[config.mk]
export PLATFORM = sky130hd
export DESIGN_NAME = dsw_status
export DESIGN_NICKNAME = d
export VERILOG_FILES = /design/src/dsw_pkg.sv /design/src/dsw_edge.sv /design/src/dsw_scale.sv /design/src/dsw_status.sv
export SDC_FILE = /design/constraint.sdc
export NUM_CORES = 1
export LEC_CHECK = 0
export ABC_AREA = 1
export CORE_MARGIN = 4
export CORE_UTILIZATION = 60
export CTS_CLUSTER_SIZE = 12
export DETAILED_ROUTE_END_ITERATION = 12
export DONT_BUFFER_PORTS = 1
export PLACE_DENSITY = 0.79
export SYNTH_ARGS = -nofsm -noshare
export SYNTH_HDL_FRONTEND = slang
export SYNTH_SLANG_ARGS = --single-unit
[constraint.sdc]
create_clock -name sys_clk_i -period 1.4 [get_ports sys_clk_i]
set_clock_uncertainty 0.2 [all_clocks]
set_input_delay 0.28 -clock sys_clk_i [delete_from_list [all_inputs] [get_ports sys_clk_i]]
set_output_delay 0.28 -clock sys_clk_i [all_outputs]
set_load 0.05 [all_outputs]
[src/dsw_pkg.sv]
package dsw_pkg;

  // ---------------------------------------------------------------
  // status word layout
  // ---------------------------------------------------------------
  localparam int unsigned STW_WIDTH         = 16;
  localparam int unsigned BIT_CTRL_READY    = 0;
  localparam int unsigned BIT_DRIVE_READY   = 1;
  localparam int unsigned BIT_ENABLE        = 2;
  localparam int unsigned BIT_TRIP          = 3;
  localparam int unsigned BIT_ERR_NO_TRIP   = 4;
  localparam int unsigned BIT_RESERVED      = 5;
  localparam int unsigned BIT_TRIP_LOCK     = 6;
  localparam int unsigned BIT_WARNING       = 7;
  localparam int unsigned BIT_SPEED_AT_REF  = 8;
  localparam int unsigned BIT_BUS_CONTROL   = 9;
  localparam int unsigned BIT_FREQ_IN_LIMIT = 10;
  localparam int unsigned BIT_IN_OPERATION  = 11;
  localparam int unsigned BIT_OVERTEMP_STOP = 12;
  localparam int unsigned BIT_VOLTAGE_EXC   = 13;
  localparam int unsigned BIT_TORQUE_EXC    = 14;
  localparam int unsigned BIT_TIMER_EXC     = 15;

  localparam logic [15:0] STW_RESET         = 16'h0000;

  // ---------------------------------------------------------------
  // value scaling
  // ---------------------------------------------------------------
  localparam int unsigned VAL_WIDTH         = 16;
  localparam logic [15:0] FULL_SCALE        = 16'h4000;
  localparam int unsigned FULL_SCALE_SHIFT  = 14;
  localparam logic [15:0] THERMAL_FULL      = 16'h4000;

  // ---------------------------------------------------------------
  // fault state
  // ---------------------------------------------------------------
  typedef enum logic [1:0] {
    DSW_ST_OK     = 2'b00,
    DSW_ST_TRIP   = 2'b01,
    DSW_ST_LOCKED = 2'b11
  } dsw_fault_t;

endpackage : dsw_pkg

[src/dsw_edge.sv]
`timescale 1ns/1ps
// rising edge of a same-clock level
module dsw_edge (
  input  wire logic sys_clk_i,
  input  wire logic rst_b_i,
  input  wire logic level_i,
  output logic      rise_o
);

  logic level_ff;

  always_ff @(posedge sys_clk_i or negedge rst_b_i) begin
    if (!rst_b_i) begin
      level_ff <= 1'b0;
    end else begin
      level_ff <= level_i;
    end
  end

  assign rise_o = level_i & ~level_ff;

endmodule : dsw_edge

[src/dsw_scale.sv]
`timescale 1ns/1ps
// maps a signed value against a full-scale figure onto the bus word
module dsw_scale import dsw_pkg::*; #(
  parameter int unsigned W = VAL_WIDTH
) (
  input  wire logic                sys_clk_i,
  input  wire logic                rst_b_i,
  input  wire logic signed [W-1:0] value_i,
  input  wire logic        [W-1:0] full_i,
  output logic signed      [W-1:0] scaled_o
);

  initial begin
    if (W < 2 || W > 30) $error("dsw_scale: width out of range");
  end

  logic signed [2*W+1:0] prod;
  logic signed [2*W+1:0] quot;
  logic signed [2*W+1:0] lim;

  always_comb begin
    prod = (2*W+2)'(value_i) * (2*W+2)'(signed'({2'b00, FULL_SCALE}));
    if (full_i == '0) begin
      quot = '0;
    end else begin
      quot = prod / signed'((2*W+2)'({1'b0, full_i}));
    end
    // saturate instead of wrapping
    lim = quot;
    if (quot > (2*W+2)'((1 <<< (W-1)) - 1)) begin
      lim = (2*W+2)'((1 <<< (W-1)) - 1);
    end else if (quot < -(2*W+2)'(1 <<< (W-1))) begin
      lim = -(2*W+2)'(1 <<< (W-1));
    end
  end

  always_ff @(posedge sys_clk_i or negedge rst_b_i) begin
    if (!rst_b_i) begin
      scaled_o <= '0;
    end else begin
      scaled_o <= lim[W-1:0];
    end
  end

endmodule : dsw_scale

[src/dsw_status.sv]
`timescale 1ns/1ps
// ---------------------------------------------------------------
// Behaviour
// - bit 0 set when control ready, cleared when tripped
// - bit 1 set when ready but coast command still asserted
// - bit 2 zero while coasting, one when enabled to start
// - bit 3 shows tripped state; leaving needs a reset request
// - bit 4 shows an error that does not trip
// - bit 5 reserved, always zero
// - bit 6 shows tripped and locked
// - bit 7 shows any warning present
// - bit 8 set when speed equals reference
// - bit 9 set when bus control accepted, not local or panel stop
// - bit 10 set while frequency strictly inside both limits
// - bit 11 set on start signal or nonzero output frequency
// - bit 12 set during non-tripping over-temperature stop
// - bit 13 set while dc link voltage out of range
// - bit 14 set when current exceeds torque limit
// - bit 15 set when any thermal timer passes full scale
// - whole word zero on option link loss or comm fault
// - reference and output value are 16-bit, 16384 full scale
// - warnings follow their cause, no latching
// - alarm trips and latches until reset after cause gone
// - trip-lock ignores resets until power-on cycle
// - automatic reset clears only non-locked alarms
// - control word reset acts on rising edge only
// ---------------------------------------------------------------
module dsw_status import dsw_pkg::*; #(
  parameter int unsigned N_TIMERS = 2
) (
  input  wire logic                        sys_clk_i,
  input  wire logic                        rst_b_i,
  // drive condition
  input  wire logic                        control_ready_i,
  input  wire logic                        coast_cmd_i,
  input  wire logic                        drive_enabled_i,
  input  wire logic                        start_signal_i,
  input  wire logic                        err_no_trip_i,
  input  wire logic                        warning_cause_i,
  input  wire logic                        alarm_cause_i,
  input  wire logic                        alarm_is_lock_i,
  input  wire logic                        local_ctrl_sel_i,
  input  wire logic                        panel_stop_i,
  input  wire logic                        overtemp_stop_i,
  input  wire logic                        dc_volt_low_i,
  input  wire logic                        dc_volt_high_i,
  input  wire logic                        torque_exceeded_i,
  input  wire logic [N_TIMERS*16-1:0]      thermal_timers_i,
  input  wire logic                        option_link_lost_i,
  input  wire logic                        comm_fault_i,
  // frequency and speed
  input  wire logic signed [15:0]          out_freq_i,
  input  wire logic signed [15:0]          freq_low_lim_i,
  input  wire logic signed [15:0]          freq_high_lim_i,
  input  wire logic        [15:0]          freq_full_i,
  input  wire logic signed [15:0]          speed_i,
  input  wire logic signed [15:0]          speed_target_i,
  // reset sources
  input  wire logic                        panel_reset_i,
  input  wire logic                        din_reset_i,
  input  wire logic                        auto_reset_en_i,
  input  wire logic                        auto_reset_req_i,
  // bus side
  input  wire logic [15:0]                 drive_control_word_i,
  input  wire logic signed [15:0]          bus_speed_ref_i,
  output logic [15:0]                      drive_status_word_o,
  output logic signed [15:0]               actual_output_value_o,
  output logic signed [15:0]               speed_ref_o,
  output logic                             tripped_o,
  output logic                             trip_locked_o
);

  initial begin
    if (N_TIMERS < 1) $error("dsw_status: need one timer");
    if (VAL_WIDTH != STW_WIDTH) $error("dsw_status: word width mismatch");
    if (FULL_SCALE_SHIFT >= VAL_WIDTH) $error("dsw_status: full scale too wide");
  end

  localparam int unsigned CW_RESET_BIT = 7;
  localparam int unsigned CW_VALID_BIT = 10;

  // ---------------------------------------------------------------
  // reset request sources
  // ---------------------------------------------------------------
  // same-clock levels from drive logic, so no synchroniser needed
  logic cw_reset_rise;
  logic panel_rise;
  logic din_rise;
  logic cw_reset_lvl;

  assign cw_reset_lvl = drive_control_word_i[CW_RESET_BIT] & drive_control_word_i[CW_VALID_BIT];

  dsw_edge u_cw_edge (
    .sys_clk_i (sys_clk_i),
    .rst_b_i   (rst_b_i),
    .level_i   (cw_reset_lvl),
    .rise_o    (cw_reset_rise)
  );

  dsw_edge u_panel_edge (
    .sys_clk_i (sys_clk_i),
    .rst_b_i   (rst_b_i),
    .level_i   (panel_reset_i),
    .rise_o    (panel_rise)
  );

  dsw_edge u_din_edge (
    .sys_clk_i (sys_clk_i),
    .rst_b_i   (rst_b_i),
    .level_i   (din_reset_i),
    .rise_o    (din_rise)
  );

  // ---------------------------------------------------------------
  // reset decision
  // ---------------------------------------------------------------
  logic manual_reset;
  logic auto_reset;

  assign manual_reset = cw_reset_rise | panel_rise | din_rise;
  assign auto_reset   = auto_reset_en_i & auto_reset_req_i;

  // ---------------------------------------------------------------
  // fault state
  // ---------------------------------------------------------------
  dsw_fault_t fault_ff;
  dsw_fault_t nxt_fault;
  // lock marker: set on entry to lock, blocks manual reset until power-on clears it
  logic       lock_armed_ff;

  always_comb begin
    nxt_fault = fault_ff;
    unique case (fault_ff)
      DSW_ST_OK: begin
        if (alarm_cause_i) begin
          nxt_fault = alarm_is_lock_i ? DSW_ST_LOCKED : DSW_ST_TRIP;
        end
      end
      DSW_ST_TRIP: begin
        // a request during the cause is dropped, not queued
        // latched until reset with cause gone
        if (!alarm_cause_i && (manual_reset || auto_reset)) begin
          nxt_fault = DSW_ST_OK;
        end
      end
      DSW_ST_LOCKED: begin
        // flag set on every entry, so in practice only power-on clears
        // locked until power cycle; auto ignored
        if (!alarm_cause_i && manual_reset && !lock_armed_ff) begin
          nxt_fault = DSW_ST_OK;
        end
      end
      default: nxt_fault = DSW_ST_LOCKED;
    endcase
  end

  always_ff @(posedge sys_clk_i or negedge rst_b_i) begin
    if (!rst_b_i) begin
      fault_ff <= DSW_ST_OK;
    end else begin
      fault_ff <= nxt_fault;
    end
  end

  // reset is power-on: a lock seen after it stays locked until next power-on
  always_ff @(posedge sys_clk_i or negedge rst_b_i) begin
    if (!rst_b_i) begin
      lock_armed_ff <= 1'b0;
    end else if (fault_ff == DSW_ST_OK && nxt_fault == DSW_ST_LOCKED) begin
      lock_armed_ff <= 1'b1;
    end else if (nxt_fault == DSW_ST_OK) begin
      lock_armed_ff <= 1'b0;
    end
  end

  logic tripped;
  logic locked;

  assign tripped = (fault_ff != DSW_ST_OK);
  assign locked  = (fault_ff == DSW_ST_LOCKED);

  // ---------------------------------------------------------------
  // value scaling
  // ---------------------------------------------------------------
  // saturates rather than wraps past the 16-bit signed range
  // output value scaled to full scale
  dsw_scale #(
    .W (VAL_WIDTH)
  ) u_out_scale (
    .sys_clk_i (sys_clk_i),
    .rst_b_i   (rst_b_i),
    .value_i   (out_freq_i),
    .full_i    (freq_full_i),
    .scaled_o  (actual_output_value_o)
  );

  // ---------------------------------------------------------------
  // bus reference
  // ---------------------------------------------------------------
  // reference passed as-is, already full-scale coded
  always_ff @(posedge sys_clk_i or negedge rst_b_i) begin
    if (!rst_b_i) begin
      speed_ref_o <= '0;
    end else if (drive_control_word_i[CW_VALID_BIT]) begin
      speed_ref_o <= bus_speed_ref_i;
    end
  end

  // ---------------------------------------------------------------
  // condition decode
  // ---------------------------------------------------------------
  logic timer_exc;

  always_comb begin
    timer_exc = 1'b0;
    for (int i = 0; i < N_TIMERS; i++) begin
      if (thermal_timers_i[i*VAL_WIDTH +: VAL_WIDTH] > THERMAL_FULL) begin
        timer_exc = 1'b1;
      end
    end
  end

  logic [15:0] nxt_stw;

  always_comb begin
    nxt_stw = STW_RESET;
    nxt_stw[BIT_CTRL_READY]    = control_ready_i & ~tripped;
    nxt_stw[BIT_DRIVE_READY]   = control_ready_i & ~tripped & coast_cmd_i;
    nxt_stw[BIT_ENABLE]        = drive_enabled_i & ~coast_cmd_i & ~tripped;
    nxt_stw[BIT_TRIP]          = tripped;
    nxt_stw[BIT_ERR_NO_TRIP]   = err_no_trip_i;
    nxt_stw[BIT_RESERVED]      = 1'b0;
    nxt_stw[BIT_TRIP_LOCK]     = locked;
    nxt_stw[BIT_WARNING]       = warning_cause_i;
    nxt_stw[BIT_SPEED_AT_REF]  = (speed_i == speed_target_i);
    nxt_stw[BIT_BUS_CONTROL]   = ~local_ctrl_sel_i & ~panel_stop_i;
    // a value equal to a limit counts as outside
    // strictly within limits
    nxt_stw[BIT_FREQ_IN_LIMIT] = (out_freq_i > freq_low_lim_i) && (out_freq_i < freq_high_lim_i);
    nxt_stw[BIT_IN_OPERATION]  = start_signal_i | (out_freq_i != '0);
    nxt_stw[BIT_OVERTEMP_STOP] = overtemp_stop_i;
    nxt_stw[BIT_VOLTAGE_EXC]   = dc_volt_low_i | dc_volt_high_i;
    nxt_stw[BIT_TORQUE_EXC]    = torque_exceeded_i;
    nxt_stw[BIT_TIMER_EXC]     = timer_exc;
    if (option_link_lost_i || comm_fault_i) begin
      nxt_stw = '0;
    end
  end

  // ---------------------------------------------------------------
  // status word register
  // ---------------------------------------------------------------
  // registered every cycle
  always_ff @(posedge sys_clk_i or negedge rst_b_i) begin
    if (!rst_b_i) begin
      drive_status_word_o <= STW_RESET;
    end else begin
      drive_status_word_o <= nxt_stw;
    end
  end

  // ---------------------------------------------------------------
  // fault flags
  // ---------------------------------------------------------------
  // flags mirror the next state, one cycle ahead of the word bits
  always_ff @(posedge sys_clk_i or negedge rst_b_i) begin
    if (!rst_b_i) begin
      tripped_o <= 1'b0;
    end else begin
      tripped_o <= (nxt_fault != DSW_ST_OK);
    end
  end

  always_ff @(posedge sys_clk_i or negedge rst_b_i) begin
    if (!rst_b_i) begin
      trip_locked_o <= 1'b0;
    end else begin
      trip_locked_o <= (nxt_fault == DSW_ST_LOCKED);
    end
  end

endmodule : dsw_status

==> impl_metrics.yaml, run 1 <==
synthesis:
  ys.flop_type: "dfrtp_1"
  syn_avg_cell_area_um2: 6.008
  synth_cell_types: 89
  seq_area_frac_synth: 0.03975
  ys_ff_latch: 55
  synth-edff-count: 0
  async_reset_ff_frac: 1.000
  netlist_area_um2: 34620
  synth_warnings: 0
  syn_inst: 5763
die:
  rows: 87
  pin_count: 232
  start_util: 0.6105
  die_h_um: 248.2
  dieWidth_um: 248.2
status:
  error_line: "[ERROR DPL-0038] Utilization greater than 100%, impossible to legalize"
  status: "stopped before the end"
  lastStage: "4_1_cts"
cts:
  numCtsBuffers: 5
  postCtsHoldBufs: 36
  cts_setup_buffers: 665
  cts.sink_count: 55
  cts_buffer_depth: 2
  cts-htree-levels: 2
  cts_resized: 669
  cts-root-buf: "clkbuf_16"
place:
  detailedPlace.worstSlack_ns: -75.21
  gp_congestion: 1.012
  placed_cell_area_um2: 50310
  place_hpwl_um: 135100
  io_buffers: 0
  dp.cells: 8353
==> synth_stat cells (14+ instances only) <==
cell type,number,area (um2)
nand3_2,65,650.6
a21oi_1,393,1967
o31ai_1,14,105.1
xor2_1,207,1813
nand3_1,363,1817
nand2_2,139,869.6
inv_1,779,2924
o21ai_2,24,210.2
nand2_4,49,551.8
ha_1,445,5568
a31oi_1,18,112.6
inv_2,58,217.7
o21ai_0,379,1897
nor3_1,74,370.4
o21ai_1,54,270.3
nand2_1,1343,5041
nand4_1,119,744.5
clkbuf_8,25,344.1
nor2_2,63,394.1
nor2_4,43,484.2
o21bai_1,38,285.3
clkbuf_1,36,135.1
nand3b_1,24,180.2
mux2_2,16,180.2
nor4_1,28,175.2
nor2_1,448,1682
dfrtp_1,55,1376
a21o_1,29,217.7
xnor2_1,141,1235
o211ai_1,22,165.2
buf_6,27,304.0
or2_2,48,300.3
==> stage by stage <==
step / hold WS [ns] / util
floorplan: -0.2156 / -
global placement: -0.2144 / 0.8870
detailed placement: -0.2143 / 0.8870
==> logic make-up after synthesis <==
logic type / count (synthesis) / share of synthesized area
xor+xnor: 348 / 0.08803
flops: 55 / 0.03975
simple gates: 2860 / 0.4045
other cells: 1 / 0.0001083
compound gates: 1064 / 0.1748
fa+ha+maj: 446 / 0.1614
buf+inv: 973 / 0.1262
mux: 16 / 0.005204
==> run 2: changes to the inputs <==
--- a/config.mk
+++ b/config.mk
@@ -7,11 +7,10 @@
 export LEC_CHECK = 0
 export ABC_AREA = 1
 export CORE_MARGIN = 4
-export CORE_UTILIZATION = 60
-export CTS_CLUSTER_SIZE = 12
+export CORE_UTILIZATION = 40
 export DETAILED_ROUTE_END_ITERATION = 12
 export DONT_BUFFER_PORTS = 1
-export PLACE_DENSITY = 0.79
+export PLACE_DENSITY_LB_ADDON = 0.15
 export SYNTH_ARGS = -nofsm -noshare
 export SYNTH_HDL_FRONTEND = slang
 export SYNTH_SLANG_ARGS = --single-unit
==> constraint.sdc (replaced) <==
create_clock -name sys_clk_i -period 1.8 [get_ports sys_clk_i]
set_clock_uncertainty 0.2 [all_clocks]
set_input_delay 0.36 -clock sys_clk_i [delete_from_list [all_inputs] [get_ports sys_clk_i]]
set_output_delay 0.36 -clock sys_clk_i [all_outputs]
set_load 0.05 [all_outputs]
==> run 2 against run 1 <==
Against the previous run: the flow now finishes, with violations (negative hold slack, negative setup slack); synthesized cell count unchanged; area after synthesis unchanged.
==> impl_metrics.yaml, run 2 <==
synthesis:
  synthTopCellsByCount: "1,343 x nand2_1, 779 x inv_1, 448 x nor2_1, 445 x ha_1, 393 x a21oi_1"
  ys_ff_latch: 55
  synth_most_common_cell: "nand2_1"
  async_reset_ff_frac: 1.000
  synth-edff-count: 0
  syn_inst: 5763
  netlist_top_cells_area: "ha_1 16%, nand2_1 15%, inv_1 8.4%, a21oi_1 5.7%, o21ai_0 5.5%"
  synth_cell_types: 89
  synth_warnings: 0
  seq_area_frac_synth: 0.03975
  ys.flop_type: "dfrtp_1"
  synth_top_area_frac: 0.1608
  synth_top_area_cell: "ha_1"
  netlist_area_um2: 34620
  syn_avg_cell_area_um2: 6.008
global_route:
  track_usage: 0.2813
  grt_pass1_vias: 43933
  antenna_found_initial: 0
  grt_pass1_wl_um: 214100
  grt_max_degree: 57
  gr-total-overflow: 0
layout:
  utilization: 0.6597
  layout_commonest_cell: "buf_4"
  largestRegisters: "speed_ref_o x16, u_out_scale.scaled_o x16, drive_status_word_o x15"
  final_cell_mix: "2,295 x buf_4, 1,233 x nand2_1, 696 x inv_1"
  drive_gt1_frac: 0.4361
  multi_input_area_um2: 32120
  antennaDiodeCount: 0
  final_area_um2: 56430
  nNetsFinal: 8648
  syn_to_final_growth_pct: 63.00
  final-seq-area_um2: 1376
  final.fill_count: 7584
cts:
  clk_latency_ns: 0.30
  numCtsBuffers: 5
  path_clk_slew_ns: 0.08
  cts-htree-levels: 2
  cts.sink_count: 55
  cts_tree: "yes"
  cts-root-buf: "clkbuf_16"
  cts_buffer_depth: 2
detailed_routing:
  ant_nets: 0
  wl_met2_um: 66810
  drt-pass1-iter-count: 6
  wl_um: 138500
  drc: 0
  drt-met1-wl_um: 60340
  drtIter0Drc: 2506
  wl_met3_um: 7094
  vias: 46189
  top_layer_used: "met4"
  wl_per_cell_um: 15.12
  vias_per_cell: 5.040
timing:
  rsz0062_at_grt: "true"
  max-slew-margin-rel: 0.4284
  max_freq_mhz: 14.35
  finalCriticalPeriod_ns: 69.69
  tns_ns: -1084.65
  min_period_over_period: 38.72
  fin_hold_ws_ns: -0.4514
  final.setup.worst_slack_ns: -67.89
  slew_viol_final: 0
  worst_slew_pin_slew_ns: 0.8574
  hold_viol: 55
  setup_viol: 17
critical_path:
  arrival_ns: 69.72
  cp-end-kind: "flop"
  worst_setup_path_start_kind: "input port"
  path_common_cell: "inv_2"
  crit_required_ns: 1.84
  crit_type: "in -> reg"
  cpPeakStageDelay_ns: 0.35
  crit_slowest_cell: "a221o_1"
  crit_fanout: 10
die:
  die_h_um: 302.2
  die-area_um2: 91330
  dieWidth_um: 302.2
  pin_count: 232
  rows: 107
  start_util: 0.4047
  core_area_um2: 85550
place:
  io_buffers: 0
  place_hpwl_um: 108000
  gp_congestion: 0.9293
  placed_cell_area_um2: 51390
status:
  status: "complete, but fails checks"
  violations: "negative hold slack, negative setup slack"
run:
  drv_cap: 0
worst_hold_path:
  hold_class: "in -> async"
[run 2: path summary, 6_finish.rpt]
check,depth (start not counted),endpoint,slack (ns),start
hold / removal,0,speed_ref_o[5]$_DFFE_PN0P_,-0.45,rst_b_i
hold reg to reg,2,lock_armed_ff$_DFFE_PN0P_,0.33,lock_armed_ff$_DFFE_PN0P_
max in group asynchronous,0,u_out_scale.scaled_o[10]$_DFF_PN0_,1.72,rst_b_i
min in group sys_clk_i,2,drive_status_word_o[13]$_DFF_PN0_,0.01,dc_volt_low_i
setup / recovery,550,u_out_scale.scaled_o[0]$_DFF_PN0_,-67.89,out_freq_i[0]
setup reg to reg,5,lock_armed_ff$_DFFE_PN0P_,0.22,fault_ff[0]$_DFF_PN0_
[run 2: cell families (layout without fill, tap and decap cells)]
group / after synthesis / after routing / share of synthesized area
buffers and inverters: 973 / 3221 / 0.1262
adder cells (fa/ha/maj): 446 / 446 / 0.1614
flip-flops: 55 / 55 / 0.03975
AND/OR/NAND/NOR: 2860 / 2866 / 0.4045
other: 1 / 5 / 0.0001083
XOR/XNOR: 348 / 348 / 0.08803
multiplexers: 16 / 16 / 0.005204
AO/OA/AOI/OAI: 1064 / 1064 / 0.1748
[run 2: per-layer routing]
layer / global-route usage / vias up
met3: 0.02763 / 261
met4: 0.06849 / 0
li1: - / 23599
met1: 0.3607 / 21238
met2: 0.5054 / 1091
met5: 0 / -
[run 2: repair_timing]
| action | CTS | global route |
|---|---|---|
| hold endpoints to repair | 65 | 56 |
| resized for setup | 124 | 443 |
| setup buffers | 136 | 174 |
| endpoints found under the setup margin | 17 | 18 |
| cloned | 7 | 7 |
| pin swaps | 171 | 438 |
| hold buffers | 11 | 1 |
[run 2: critical path: cells and delay by family]
family	cells	cell delay, ns
adders and majority gates	35	8.81
buffers and inverters	116	10.84
xor gates and xnor gates	1	0.13
and+or+nand+nor	210	21.04
AOI/OAI and AO/OA	188	28.34
[run 2: final cells by class]
type | count | area share
multi-input cells | 4745 | 0.5691
repair buffers | 2346 | 0.3169
inverters | 862 | 0.06059
well taps | 1144 | 0.02536
flip-flops and latches | 55 | 0.02439
clock buffers | 6 | 0.002284
clock inverters | 2 | 0.0006873
repair inverters | 5 | 0.0006430
[run 2: metrics by stage]
stage | setup WS (ns) | hold WS, ns | instances
floorplan | -72.95 | -0.1356 | 5767
global placement | -67.99 | -0.1333 | 8824
detailed placement | -70.08 | -0.1332 | 8824
CTS | -66.83 | -0.4526 | 8985
global route | -72.61 | -0.4607 | 9165
finish | -67.89 | -0.4514 | 9165
Power of run 2 is left out: the tool's default activity adds up to more than one toggle a clock period on the data nets, which glitch-free logic cannot reach.
